--- config.mk ---
export PLATFORM = sky130hd
export DESIGN_NAME = phr_regs
export DESIGN_NICKNAME = d
export VERILOG_FILES = /design/src/rtl/phr_pkg.sv /design/src/rtl/phr_pause_res.sv /design/src/rtl/phr_regs.sv
export SDC_FILE = /design/constraint.sdc
export NUM_CORES = 1
export LEC_CHECK = 0
export BUFFER_PORTS_ARGS = -buffer_cell sky130_fd_sc_hd__buf_2
export CORE_ASPECT_RATIO = 0.5
export CORE_MARGIN = 5
export CORE_UTILIZATION = 34
export DETAILED_ROUTE_END_ITERATION = 12
export PLACE_DENSITY_LB_ADDON = 0.12
export SLEW_MARGIN = 20
export SYNTH_ARGS = -nofsm -noshare
export SYNTH_HDL_FRONTEND = slang
export SYNTH_SLANG_ARGS = --single-unit
--- constraint.sdc ---
create_clock -name clk -period 2 [get_ports clk]
set_input_delay 0.4 -clock clk [delete_from_list [all_inputs] [get_ports clk]]
set_output_delay 0.4 -clock clk [all_outputs]
set_load 0.005 [all_outputs]
--- src/rtl/phr_pkg.sv ---
// Shared constants and types for the PHY identifier and advertisement bank
package phr_pkg;

  // Management register addresses
  localparam logic [4:0] REG_ID_UPPER = 5'h02;
  localparam logic [4:0] REG_ID_LOWER = 5'h03;
  localparam logic [4:0] REG_ADVERT = 5'h04;

  // Advertisement word field positions
  localparam int BIT_NEXT_PAGE = 15;
  localparam int BIT_RSV14 = 14;
  localparam int BIT_FAULT = 13;
  localparam int BIT_RSV12 = 12;
  localparam int BIT_ASYM = 11;
  localparam int BIT_PAUSE = 10;
  localparam int BIT_FOUR_PAIR = 9;
  localparam int ABIL_HI = 8;
  localparam int ABIL_LO = 5;
  localparam int SEL_HI = 4;

  // Advertisement and status values after reset
  localparam logic NEXT_PAGE_RESET = 1'h0;
  localparam logic FAULT_RESET = 1'h0;
  localparam logic ASYM_RESET = 1'h0;
  localparam logic PAUSE_RESET = 1'h0;
  localparam logic [4:0] SEL_RESET = 5'h01;
  localparam logic EXT_CAP_RESET = 1'h1;

  // Identifier field positions in the lower identifier word
  localparam int OUI_LOW_LO = 10;
  localparam int MODEL_LO = 4;

  // Management frame shape
  localparam logic [5:0] PRE_ONES = 6'h20;
  localparam logic [5:0] HDR_LAST = 6'h0C;
  localparam logic [5:0] TA_LAST = 6'h01;
  localparam logic [5:0] DATA_LAST = 6'h0F;
  localparam logic [1:0] OP_READ = 2'h2;
  localparam logic [1:0] OP_WRITE = 2'h1;

  // Pause resolution result layout
  localparam int RES_TX = 1;
  localparam int RES_RX = 0;

  // Serial management frame states
  typedef enum logic [2:0] {
    PHR_PRE,
    PHR_HDR,
    PHR_TA_RD,
    PHR_TA_WR,
    PHR_RD,
    PHR_WR
  } phr_state_t;

endpackage

--- src/rtl/phr_pause_res.sv ---
// Pause resolution from local and partner pause advertisements
`timescale 1ns/100ps
`default_nettype none

module phr_pause_res
  import phr_pkg::*;
(
  // Clock and reset
  input wire logic clk,
  input wire logic rst,
  // Negotiation outcome
  input wire logic an_done,
  input wire logic loc_sym,
  input wire logic loc_asym,
  input wire logic lp_sym,
  input wire logic lp_asym,
  // Result toward the PHY control register
  output logic [1:0] res
);

  typedef struct packed {
    logic [1:0] res;
  } phr_pause_state_t;

  phr_pause_state_t s_q, s_d;

  // Symmetric and asymmetric resolution, cleared while negotiation is open
  always_comb begin
    s_d = s_q;
    s_d.res = 2'h0;
    if (an_done) begin
      if (loc_sym && lp_sym) begin
        s_d.res = 2'h3;
      end else if (!loc_sym && loc_asym && lp_sym && lp_asym) begin
        s_d.res[RES_TX] = 1'h1;
      end else if (loc_sym && loc_asym && !lp_sym && lp_asym) begin
        s_d.res[RES_RX] = 1'h1;
      end
    end
  end

  // State register
  always_ff @(posedge clk or posedge rst) begin
    if (rst) begin
      s_q <= '0;
    end else begin
      s_q <= s_d;
    end
  end

  assign res = s_q.res;
endmodule // phr_pause_res

`default_nettype wire

--- src/rtl/phr_regs.sv ---
// Identifier and ability advertisement registers with serial management port
`timescale 1ns/100ps
`default_nettype none

// Contract
// - Two registers together give a 32-bit identifier: OUI, model, revision.
// - The identifier may instead read as zero in every bit.
// - Upper identifier at 0x02 returns OUI bits 3 to 18 in 15:0.
// - The two top OUI bits are stored in neither identifier register.
// - Lower identifier at 0x03 returns OUI bits 19 to 24 in 15:10.
// - Lower identifier bits 9:4 hold the six-bit model number.
// - Lower identifier bits 3:0 hold the four-bit revision.
// - Advertisement at 0x04 holds abilities sent to the link partner.
// - Bit 15 next-page request, read/write, resets to 0.
// - Bit 14 reserved: writes ignored, reads 0.
// - Bit 13 remote fault advertisement, read/write, resets to 0.
// - Bit 12 reserved, resets to 0, written as 0, reads 0.
// - Bit 11 asymmetric pause advertisement, read/write, resets to 0.
// - Bit 10 symmetric pause advertisement, read/write, resets to 0.
// - Resolved pause result goes to control register bits 13:12.
// - Bit 9 four-pair ability reads 0, writes have no effect.
// - Bits 8:5 speed/duplex abilities, read/write, reset from straps.
// - Bits 4:0 selector, read/write, resets to 00001.
// - Status register reports extended capability as 1.
module phr_regs
  import phr_pkg::*;
#(
  parameter logic [23:0] OUI = 24'h5A5A5A, // Arbitrary value
  parameter logic [5:0] MODEL = 6'h15, // Arbitrary value
  parameter logic [3:0] REVISION = 4'h3, // Arbitrary value
  parameter bit ID_ZERO = 1'b0
)
(
  // Clock and reset
  input wire logic clk,
  input wire logic rst,
  // Serial management pins
  input wire logic mdc,
  input wire logic mdio_in,
  output logic mdio_out,
  output logic mdio_oe,
  input wire logic [4:0] phy_addr,
  // Strap pins
  input wire logic [3:0] strap_ability,
  // Auto-negotiation engine
  input wire logic an_done,
  input wire logic lp_sym_pause,
  input wire logic lp_asym_pause,
  output logic [15:0] adv_word,
  output logic [1:0] pause_res,
  output logic ext_capable
);

  // Whole block state
  typedef struct packed {
    phr_state_t st;
    logic mdc_prev;
    logic [5:0] cnt;
    logic [12:0] hdr;
    logic [15:0] shift;
    logic out;
    logic oe;
    logic strap_done;
    logic next_page_request;
    logic remote_fault_advert;
    logic asym_pause_advert;
    logic sym_pause_advert;
    logic [3:0] ability;
    logic [4:0] selector;
    logic ext_cap;
  } phr_regs_state_t;

  // Identifier words; the top two OUI bits are dropped
  localparam logic [15:0] ID_UPPER_VAL =
    ID_ZERO ? 16'h0000 : OUI[21:6];
  localparam logic [15:0] ID_LOWER_VAL =
    ID_ZERO ? 16'h0000 : {OUI[5:0], MODEL, REVISION};

  phr_regs_state_t s_q, s_d;
  logic rise;
  logic [12:0] hdr_new;
  logic [15:0] wdata;
  logic [15:0] cur_adv;
  logic [15:0] rd_val;

  // Management clock edge and header with the new bit appended
  assign rise = mdc && !s_q.mdc_prev;
  assign hdr_new = {s_q.hdr[11:0], mdio_in};
  assign wdata = {s_q.shift[14:0], mdio_in};

  // Advertisement word as seen by the engine and by reads
  always_comb begin
    cur_adv = 16'h0000;
    cur_adv[BIT_NEXT_PAGE] = s_q.next_page_request;
    cur_adv[BIT_RSV14] = 1'h0;
    cur_adv[BIT_FAULT] = s_q.remote_fault_advert;
    cur_adv[BIT_RSV12] = 1'h0;
    cur_adv[BIT_ASYM] = s_q.asym_pause_advert;
    cur_adv[BIT_PAUSE] = s_q.sym_pause_advert;
    cur_adv[BIT_FOUR_PAIR] = 1'h0;
    cur_adv[ABIL_HI:ABIL_LO] = s_q.ability;
    cur_adv[SEL_HI:0] = s_q.selector;
  end

  // Read value for the addressed register; others read as zero
  always_comb begin
    unique case (hdr_new[4:0])
      REG_ID_UPPER: rd_val = ID_UPPER_VAL;
      REG_ID_LOWER: rd_val = ID_LOWER_VAL;
      REG_ADVERT: rd_val = cur_adv;
      default: rd_val = 16'h0000;
    endcase
  end

  // Frame engine, strap capture and register updates
  always_comb begin
    s_d = s_q;
    s_d.mdc_prev = mdc;
    s_d.ext_cap = EXT_CAP_RESET;
    // Abilities take the straps once, just after reset release
    if (!s_q.strap_done) begin
      s_d.ability = strap_ability;
      s_d.strap_done = 1'h1;
    end
    if (rise) begin
      unique case (s_q.st)
        PHR_PRE: begin
          if (mdio_in) begin
            if (s_q.cnt != PRE_ONES) begin
              s_d.cnt = s_q.cnt + 6'h01;
            end
          end else if (s_q.cnt == PRE_ONES) begin
            s_d.st = PHR_HDR;
            s_d.cnt = 6'h00;
          end else begin
            s_d.cnt = 6'h00;
          end
        end
        PHR_HDR: begin
          s_d.hdr = hdr_new;
          s_d.cnt = s_q.cnt + 6'h01;
          if (s_q.cnt == HDR_LAST) begin
            s_d.cnt = 6'h00;
            s_d.st = PHR_PRE;
            if (hdr_new[12] && hdr_new[9:5] == phy_addr) begin
              if (hdr_new[11:10] == OP_READ) begin
                s_d.st = PHR_TA_RD;
                s_d.shift = rd_val;
              end else if (hdr_new[11:10] == OP_WRITE) begin
                s_d.st = PHR_TA_WR;
              end
            end
          end
        end
        PHR_TA_RD: begin
          // First turnaround bit released, second driven low
          s_d.cnt = s_q.cnt + 6'h01;
          s_d.oe = 1'h1;
          s_d.out = 1'h0;
          if (s_q.cnt == TA_LAST) begin
            s_d.st = PHR_RD;
            s_d.cnt = 6'h00;
            s_d.out = s_q.shift[15];
          end
        end
        PHR_TA_WR: begin
          s_d.cnt = s_q.cnt + 6'h01;
          if (s_q.cnt == TA_LAST) begin
            s_d.st = PHR_WR;
            s_d.cnt = 6'h00;
          end
        end
        PHR_RD: begin
          s_d.cnt = s_q.cnt + 6'h01;
          s_d.out = s_q.shift[14];
          s_d.shift = {s_q.shift[14:0], 1'h0};
          if (s_q.cnt == DATA_LAST) begin
            s_d.st = PHR_PRE;
            s_d.cnt = 6'h00;
            s_d.oe = 1'h0;
            s_d.out = 1'h0;
          end
        end
        PHR_WR: begin
          s_d.cnt = s_q.cnt + 6'h01;
          s_d.shift = wdata;
          if (s_q.cnt == DATA_LAST) begin
            s_d.st = PHR_PRE;
            s_d.cnt = 6'h00;
            // Identifier writes fall through here unchanged
            if (s_q.hdr[4:0] == REG_ADVERT) begin
              s_d.next_page_request = wdata[BIT_NEXT_PAGE];
              s_d.remote_fault_advert = wdata[BIT_FAULT];
              s_d.asym_pause_advert = wdata[BIT_ASYM];
              s_d.sym_pause_advert = wdata[BIT_PAUSE];
              s_d.ability = wdata[ABIL_HI:ABIL_LO];
              s_d.selector = wdata[SEL_HI:0];
            end
          end
        end
      endcase
    end
  end

  // State register with documented reset values
  always_ff @(posedge clk or posedge rst) begin
    if (rst) begin
      s_q <= '0;
      s_q.st <= PHR_PRE;
      s_q.next_page_request <= NEXT_PAGE_RESET;
      s_q.remote_fault_advert <= FAULT_RESET;
      s_q.asym_pause_advert <= ASYM_RESET;
      s_q.sym_pause_advert <= PAUSE_RESET;
      s_q.selector <= SEL_RESET;
      s_q.ext_cap <= EXT_CAP_RESET;
    end else begin
      s_q <= s_d;
    end
  end

  // Pause resolution toward the PHY control register
  phr_pause_res u_pause (
    .clk(clk),
    .rst(rst),
    .an_done(an_done),
    .loc_sym(s_q.sym_pause_advert),
    .loc_asym(s_q.asym_pause_advert),
    .lp_sym(lp_sym_pause),
    .lp_asym(lp_asym_pause),
    .res(pause_res)
  );

  // Outputs straight from state flops
  assign mdio_out = s_q.out;
  assign mdio_oe = s_q.oe;
  assign adv_word = {s_q.next_page_request, 1'h0, s_q.remote_fault_advert,
    1'h0, s_q.asym_pause_advert, s_q.sym_pause_advert, 1'h0,
    s_q.ability, s_q.selector};
  assign ext_capable = s_q.ext_cap;

  // Helper strobes for the checks below
  logic wr_commit;
  logic rd_load;
  assign wr_commit = rise && s_q.st == PHR_WR && s_q.cnt == DATA_LAST;
  assign rd_load = rise && s_q.st == PHR_HDR && s_q.cnt == HDR_LAST &&
    hdr_new[12] && hdr_new[9:5] == phy_addr && hdr_new[11:10] == OP_READ;
endmodule // phr_regs

`default_nettype wire

==> metrics.cfg, run 1 <==
[status]
status=finished with violations
violations=negative setup slack

[yosys]
synth.area.mux_share_pct=12.7
ys_types=54
synth_compound_area_share_pct=14.4
synthCells=287
synth_area_mm2=0.00302
synthXorXnorAreaFrac_pct=1.45
synth_top_area_cell=dfrtp_1
synth_top_area_share_pct=45.5
synth_edf_count=0
ys_warn_count=0
synth_top_family_by_area=simple AND/OR/NAND/NOR gates
ys_seq_area_share_pct=46.4
async_flop_share_pct=100
synth-seq-cells=56
synthFlopType=dfrtp_1
synth_fa_ha_area_share_pct=2.07
synth.top_cells.by_count=dfrtp_1 (55), nor2_1 (25), mux2_2 (24), nand2_1 (24), buf_4 (17)
synth.area.top_cells=dfrtp_1 (46%), mux2_2 (8.9%), buf_4 (4.2%)
yosysMostFrequentCell=dfrtp_1
post_synth.cell_area_avg_um2=10.5
synthSimpleGateAreaFrac_pct=15.0

[worst_setup_path]
endpoint_kind=register
crit_type=register to register
path_max_fanout=5
cp.required_ns=2.19
crit_arrival_ns=2.23
start_kind=register
r2r_cells=8

[power_and_ir_drop]
pwr-share-seq_pct=46.5
swShare_pct=23.6
clkPwrFrac_pct=42.5
p_sw_mw=0.645
pwr_density_cell_mw_per_mm2=728
ir_worst_vdd_v=0.000358
combPwrFrac_pct=10.9
p_int_mw=2.09
p_leak_nw=1.80

[cells_and_area]
final_nets=361
final_core_util_pct=43.3
drive_above_1_share_pct=37.5
n_antenna_cell=0
nFillCells=848
area_delta_synth_final_pct=24.3
final_cell_count_no_fill=458

[timing]
grt_setup_unrepaired=yes
setup_slack_ns=-0.0444
finalMaxSlewViolations=0
maxClockFrequency_ghz=0.489
fin_skew_ns=0.00779
hold_slack_ns=0.155
setup_viol=8
hold_viol_final=0
fin_crit_sh_pct=102
layout_min_cycle_time_ns=2.04

[route]
via_count=2291
drc=0
routed_wl_mm=6.87
wl_per_cell_um=15.0
drtPass1Iterations=6
drt_iter0_drc=176
via_per_inst=5.00
antenna_left=0

[global_routing]
grt_max_degree=57
grt_pass1_wl_mm=11.3
antenna_found_initial=0
grt_overflow=0
grtUsageTotal_pct=12.6
first_global_vias=2259

[die]
start_util_pct=34.8
die_w_um=143
die_area_mm2=0.0110
std_cell_rows=24
die_h_um=76.7
num_io_pins=37
core-area_mm2=0.00868

[clock_tree]
clock_latency_ns=0.30
clockRootBuffer=clkbuf_16
cts_buffers=5
tritoncts=built
clockBufferDepth=2
clk_pin_slew_ns=0.08
cts_max_level=2
cts.sinks=56
cts_hold_buf=0

[placement]
gp_congestion=0.816
dp_cells=436
hpwlAfterDp_mm=4.85
io_buffers=32
pre_cts_slack_ns=-0.0970

[hold_path]
min_path_type=input port to async pin

[job]
maxCapViolCount=0

what timing repair did:
action	in CTS	in global routing
endpoints found under the hold margin	0	0
setup buffers	7	6
resized for setup	11	11
gates cloned	0	1
pin swaps	3	7
setup endpoints to repair	15	24
cell type report:
| class | count | area (um2) | share of cell area (%) |
|---|---|---|---|
| inverter | 8 | 30.0 | 0.799 |
| sequential | 56 | 1400 | 37.3 |
| tap | 117 | 146 | 3.90 |
| multi-input combinational | 196 | 1490 | 39.5 |
| clock buffer | 5 | 125 | 3.33 |
| timing repair buffer | 73 | 498 | 13.3 |
| clock inverter | 3 | 68.8 | 1.83 |
power by group through the flow:
stage	sequential, mW	clock (mW)	combinational [mW]
5_1_grt	1.28	1.22	0.335
3_5_place_dp	1.29	0	0.254
3_3_place_gp	1.29	0	0.244
4_1_cts	1.27	1.18	0.287
6_report	1.27	1.16	0.299
2_1_floorplan	1.26	0	0.184
kinds of logic (layout without fill, tap and decap cells):
kind of cell / Yosys count / in the layout
and+or+nand+nor: 88 / 88
AOI/OAI and AO/OA: 60 / 60
DFF: 56 / 56
buffers and inverters: 38 / 89
muxes: 33 / 33
adders and majority gates: 5 / 5
xor gates and xnor gates: 5 / 5
other: 2 / 5
registers in the layout (all words and copies together), names as in the netlist:
| signal | count |
|---|---|
| s_q | 27 |
| adv_word | 13 |
| mdio_oe | 1 |
| u_pause.res | 2 |
| hdr_new | 12 |
| mdio_out | 1 |
routing by layer:
metal | track usage [%] | wire length [um] | up-vias
met3 | 3.11 | 308 | 4
met1 | 18.1 | 3440 | 1131
li1 | - | - | 1116
met4 | 2.44 | 51 | 0
met5 | 0 | 0 | -
met2 | 19.4 | 3080 | 40
cell usage in the layout (no fill, tap or decap), types with 2 or more instances in the layout:
cell type   n
a21o_1      2
a21oi_1    15
a221o_1     6
a221oi_1    2
a22o_1      2
buf_12      2
buf_2      33
buf_4      36
buf_6       2
bufinv_16   2
clkbuf_16   5
conb_1      5
dfrtp_1    55
ha_1        3
ha_4        2
inv_1       5
inv_2       3
mux2_2     21
mux2_4      8
mux2i_1     4
nand2_1    24
nand2b_1    4
nand3_1     6
nand4_1     2
nor2_1     24
nor2b_1     4
nor3_1      8
o21ai_0    12
o21ai_1     2
o21bai_1    2
o22a_1      4
o41ai_1     2
or3_1       2
xnor2_1     3
xor2_1      2
through the flow:
step,power (mW),TNS [ns],cell area (um2)
final,2.73,-0.0889,3760
after global routing,2.83,-0.758,3760
after CTS,2.74,-0.0564,3650
after detailed placement,1.54,-0.786,3350
after global placement,1.53,-0.115,3350
after floorplan,1.45,0,3030
worst max-delay path, cell delays in order, from the launching register on:
cell	delay [ns]
dfrtp_1	0.40
inv_2	0.09
ha_4	0.12
and4bb_1	0.22
nand3_2	0.11
a211o_4	0.40
buf_6	0.14
a221o_1	0.26
o22a_1	0.18
worst paths after layout:
kind,startpoint,to,slack [ns]
setup reg to reg,s_q[47],s_q[24],-0.04
hold / removal,rst,hdr_new[1],0.16
max in group asynchronous,rst,adv_word[0],1.57
setup / recovery,s_q[47],s_q[24],-0.04
hold reg to reg,hdr_new[12],hdr_new[12],0.48
min in group clk,mdc,s_q[52],0.25
Power figures use the tool's default switching activity.
==> run 2: changes to the inputs <==
--- a/config.mk
+++ b/config.mk
@@ -8,7 +8,7 @@
 export BUFFER_PORTS_ARGS = -buffer_cell sky130_fd_sc_hd__buf_2
 export CORE_ASPECT_RATIO = 0.5
 export CORE_MARGIN = 5
-export CORE_UTILIZATION = 34
+export CORE_UTILIZATION = 35
 export DETAILED_ROUTE_END_ITERATION = 12
 export PLACE_DENSITY_LB_ADDON = 0.12
 export SLEW_MARGIN = 20
==> metrics.cfg, run 2 (synthesis gave the netlist of run 1 again) <==
[die]
std_cell_rows=23
die_area_mm2=0.0107
core-area_mm2=0.00820
start_util_pct=36.9
die_w_um=141
die_h_um=75.7
num_io_pins=37

[timing]
setup_slack_ns=-0.0244
layout_min_cycle_time_ns=2.02
worstMarginPinSlew_ns=0.522
finalMaxSlewViolations=0
fin_skew_ns=0.00548
fin_crit_sh_pct=101
grt_setup_unrepaired=yes
maxClockFrequency_ghz=0.494
maxSlewHeadroom_pct=65.1
setup_viol=6
hold_viol_final=0

[power_and_ir_drop]
pwr-share-seq_pct=52.4
ir_worst_vdd_v=0.000351
power_mw=2.42
pwr_density_cell_mw_per_mm2=672
p_leak_nw=1.75
swShare_pct=24.3
p_sw_mw=0.588
clkPwrFrac_pct=35.7
combPwrFrac_pct=11.9
p_int_mw=1.83

[global_routing]
grtUsageTotal_pct=13.7
grt_overflow=0
first_global_vias=2268
grt_max_degree=38
grt_pass1_wl_mm=11.4
antenna_found_initial=0

[clock_tree]
cts_buffers=5
cts_hold_buf=0
clk_pin_slew_ns=0.07
clockBufferDepth=2
cts_max_level=2
cts.sinks=56
tritoncts=built
clock_latency_ns=0.29
clockRootBuffer=clkbuf_16

[worst_setup_path]
crit_type=register to register
crit-reg2reg-capture=s_q[28]
crit_path_start=s_q[46]
crit_arrival_ns=2.21
path_max_fanout=6
ff2ff_setup_slack_ns=-0.02
regToRegStartpoint=s_q[46]
cp.required_ns=2.18
endpoint_kind=register
start_kind=register
r2r_cells=7

[cells_and_area]
seq_area_mm2=0.00140
drive_above_1_share_pct=34.8
largest_register=s_q
final_cell_mix=dfrtp_1 (55), buf_2 (33), buf_4 (28)
multi_input_comb_area_mm2=0.00146
final_nets=353
area_delta_synth_final_pct=19.0
nFillCells=790
layout_commonest_cell=dfrtp_1
largest_reg_flops=27
n_antenna_cell=0
final_area_mm2=0.00360

[route]
drt_iter0_drc=139
wl_per_cell_um=15.4
via_count=2214
antenna_left=0
drc=0
routed_wl_mm=6.85
drtPass1Iterations=4
via_per_inst=4.98

[placement]
io_buffers=32
hpwlAfterDp_mm=4.88
gp_congestion=0.825
postPlaceCellArea_mm2=0.00335

[status]
status=finished with violations
violations=negative setup slack

[hold_path]
min_path_type=input port to async pin

[job]
maxCapViolCount=0

-- run 2: cell type report --
type                            instances  area share [%]
Timing Repair Buffer                   64            11.9
Inverter                                8           0.834
Tap cell                              112            3.89
Clock inverter                          1           0.243
Multi-Input combinational cell        197            40.5
Sequential cell                        56            39.0
Clock buffer                            7            3.69
-- run 2: power by group through the flow --
stage / sequential, mW / combinational, mW / clock, mW
2_1_floorplan: 1.26 / 0.184 / 0
3_3_place_gp: 1.29 / 0.244 / 0
3_5_place_dp: 1.29 / 0.249 / 0
4_1_cts: 1.27 / 0.269 / 0.898
5_1_grt: 1.28 / 0.326 / 0.945
6_report: 1.27 / 0.286 / 0.863
-- run 2: worst max-delay path: stages, from the launching register on --
cell and delay [ns]:
dfrtp_1 0.38, inv_2 0.08, ha_4 0.13, and4bb_1 0.22
nand3_2 0.11, a211o_4 0.42, nor2_8 0.21, mux2_2 0.36
-- run 2: layer usage --
metal | vias up | global-route usage, % | share of wire (%)
li1 | 1104 | - | -
met1 | 1065 | 18.2 | 49
met2 | 39 | 22.7 | 45
met3 | 6 | 3.57 | 4.8
met4 | 0 | 3.62 | 1.1
met5 | - | 0 | 0
-- run 2: repair_timing --
item                       4_1_cts  5_1_grt
buffers inserted                 2        3
resized for setup                8        5
cloned                           2        0
hold endpoints to repair         0        0
setup endpoints to repair       14       21
pin swaps                        5        2
-- run 2: per-stage QoR --
step           hold slack, ns  setup TNS (ns)  setup WS (ns)  cells  util [%]
2_1_floorplan           0.431               0        0.00667    290         -
3_3_place_gp            0.429          -0.175        -0.0302    430      40.9
3_5_place_dp            0.442          -0.540        -0.0729    430      40.9
4_1_cts                 0.120               0       0.000789    442      43.3
5_1_grt                 0.141           -1.26         -0.114    445      43.9
6_report                0.108         -0.0749        -0.0244    445      43.9
-- run 2: worst max path at each step --
stage                         end  slack, ns  cells after the start
after floorplan           s_q[17]      0.007                      9
after global placement    s_q[32]      -0.03                      8
after detailed placement  s_q[19]      -0.07                      8
after CTS                 s_q[27]     0.0008                      8
after global routing      s_q[19]      -0.11                      8
final                     s_q[28]      -0.02                      7
==> run 3: changes to the inputs <==
--- a/config.mk
+++ b/config.mk
@@ -5,6 +5,7 @@
 export SDC_FILE = /design/constraint.sdc
 export NUM_CORES = 1
 export LEC_CHECK = 0
+export ABC_AREA = 1
 export BUFFER_PORTS_ARGS = -buffer_cell sky130_fd_sc_hd__buf_2
 export CORE_ASPECT_RATIO = 0.5
 export CORE_MARGIN = 5
==> metrics.cfg, run 3 <==
[yosys]
ys_seq_area_share_pct=44.7
async_flop_share_pct=100
synthXorXnorAreaFrac_pct=0
synth.top_cells.by_count=nand2_1 (122), dfrtp_1 (55), inv_1 (42)
synth_compound_area_share_pct=10.5
yosysMostFrequentCell=nand2_1
synth_top_family_by_area=simple AND/OR/NAND/NOR gates
synth_top_area_cell=dfrtp_1
post_synth.cell_area_avg_um2=7.73
ys_warn_count=0
synth_edf_count=0
synth.area.mux_share_pct=1.44
ys_types=34
synth_fa_ha_area_share_pct=1.99
synth-seq-cells=56
synthFlopType=dfrtp_1
synthCells=406
synthSimpleGateAreaFrac_pct=29.0
synth_top_area_share_pct=43.9
synth_area_mm2=0.00314
synth.area.top_cells=dfrtp_1 (44%), nand2_1 (15%), inv_1 (5.0%)

[route]
drtPass1Iterations=4
wl_met1_mm=3.44
route.met3.wl_um=326
via_per_inst=4.72
drc=0
top_layer=met4
routed_wl_mm=6.84
wl_met2_mm=2.99
antenna_left=0
drt_iter0_drc=152
wl_per_cell_um=12.5
via_count=2583

[worst_setup_path]
start_kind=register
cp.required_ns=2.18
endpoint_kind=register
path_max_fanout=5
crit_type=register to register
crit_arrival_ns=1.97

[cells_and_area]
area_delta_synth_final_pct=10.8
layout_commonest_cell=nand2_1
drive_above_1_share_pct=16.0
n_antenna_cell=0
largest_reg_flops=27
final_cell_mix=nand2_1 (122), dfrtp_1 (55), inv_1 (41), nor2_1 (32), buf_2 (32)
final_nets=450
final_cell_count_no_fill=547
largest_register=s_q

[clock_tree]
cts_resized=0
cts_max_level=2
cts_setup_buffers=0
cts_buffers=5
clock_latency_ns=0.29
clk_pin_slew_ns=0.07
cts_hold_buf=0
cts.sinks=56
clockRootBuffer=clkbuf_16
tritoncts=built
clockBufferDepth=2

[power_and_ir_drop]
ir_worst_vdd_v=0.000450
p_leak_nw=1.77
pwr_density_cell_mw_per_mm2=995

[die]
die_w_um=144
num_io_pins=37
std_cell_rows=24
core-area_mm2=0.00871
start_util_pct=36.0
die_area_mm2=0.0111
die_h_um=76.9

[placement]
io_buffers=32
hpwlAfterDp_mm=4.97
pre_cts_slack_ns=0.236
dp_cells=539
gp_congestion=0.897

[status]
status=finished clean

[global_routing]
grt_max_degree=57
first_global_vias=2497
grt_overflow=0
grtUsageTotal_pct=13.1
antenna_found_initial=0
grt_pass1_wl_mm=12.0

[timing]
hold_viol_final=0
finalSetupTns_ns=0
maxClockFrequency_ghz=0.558
setup_viol=0
layout_min_cycle_time_ns=1.79
finalMaxSlewViolations=0
grt_setup_unrepaired=no
setup_slack_ns=0.207
fin_crit_sh_pct=89.6
fin_skew_ns=0.00574

[hold_path]
min_path_type=input port to async pin

[job]
maxCapViolCount=0

run 3: cell types whose count changed after synthesis, moves of 5 or more:
| cell | before | now |
|---|---|---|
| nand2_1 | 24 | 122 |
| inv_1 | 8 | 42 |
| nand3_1 | 7 | 30 |
| mux2_2 | 24 | 4 |
| o21ai_1 | 1 | 14 |
| nor2_1 | 25 | 32 |
| nor3_1 | 8 | 1 |
| o22ai_1 | 0 | 7 |
| a221o_1 | 6 | 0 |
| mux2_4 | 5 | 0 |
| nand4_1 | 2 | 7 |
run 3: cells by family (layout without fill, tap and decap cells):
kind of cell             count (synthesis)  in the layout
AND/OR/NAND/NOR                        205            205
buffers and inverters                   74             95
AO/OA/AOI/OAI                           60             60
flip-flops                              56             56
adder cells (fa/ha/maj)                  5              5
multiplexers                             4              4
other                                    2              5
run 3: where the power goes:
group | switching, mW | leakage (nW) | internal [mW] | total, mW
logic | 0.653 | 0.952 | 0.366 | 1.02
clock network | 0.399 | 0.0772 | 0.502 | 0.900
registers | 0.184 | 0.742 | 1.36 | 1.54
total | 1.24 | 1.77 | 2.22 | 3.46
run 3: cell type report:
type                       instances  area [um2]
timing repair buffer              41         240
fill                             897        5230
clock inverter                     2        13.8
multi-input combinational        279        1360
tap                              117         146
inverter                          46         173
sequential                        56        1400
clock buffer                       6         139
run 3: worst max-delay path, stage by stage, from the launching register on:
cell and delay, ns:
dfrtp_1 0.43, ha_1 0.19, nand2_1 0.09, nor2_2 0.13
nand2_1 0.13, nand2_1 0.10, nand2_1 0.07, o21ai_1 0.33
nand2_1 0.07, and2_1 0.14
run 3: path summary, 6_finish.rpt:
path | startpoint | depth (start not counted) | slack (ns) | to
worst max-delay path | s_q[46] | 9 | 0.21 | s_q[47]
worst max register to register | s_q[46] | 9 | 0.21 | s_q[47]
worst min-delay path | rst | 3 | 0.14 | hdr_new[9]
worst min register to register | s_q[28] | 2 | 0.47 | s_q[28]
max in group asynchronous | rst | 3 | 1.53 | adv_word[0]
min in group clk | mdc | 1 | 0.23 | s_q[52]
run 3: metrics by stage:
step / hold slack, ns / cell area [um2] / utilization [%] / power (mW)
global placement: 0.456 / 3320 / 38.2 / 2.56
global route: 0.194 / 3480 / 39.9 / 3.73
detailed placement: 0.461 / 3320 / 38.2 / 2.58
CTS: 0.176 / 3480 / 39.9 / 3.50
finish: 0.140 / 3480 / 39.9 / 3.46
floorplan: 0.431 / 3150 / - / 2.28
run 3: metal layers:
metal / up-vias / global-route usage (%)
met1: 1191 / 18.3
met5: - / 0
met4: 0 / 2.82
li1: 1315 / -
met3: 8 / 3.17
met2: 69 / 20.5
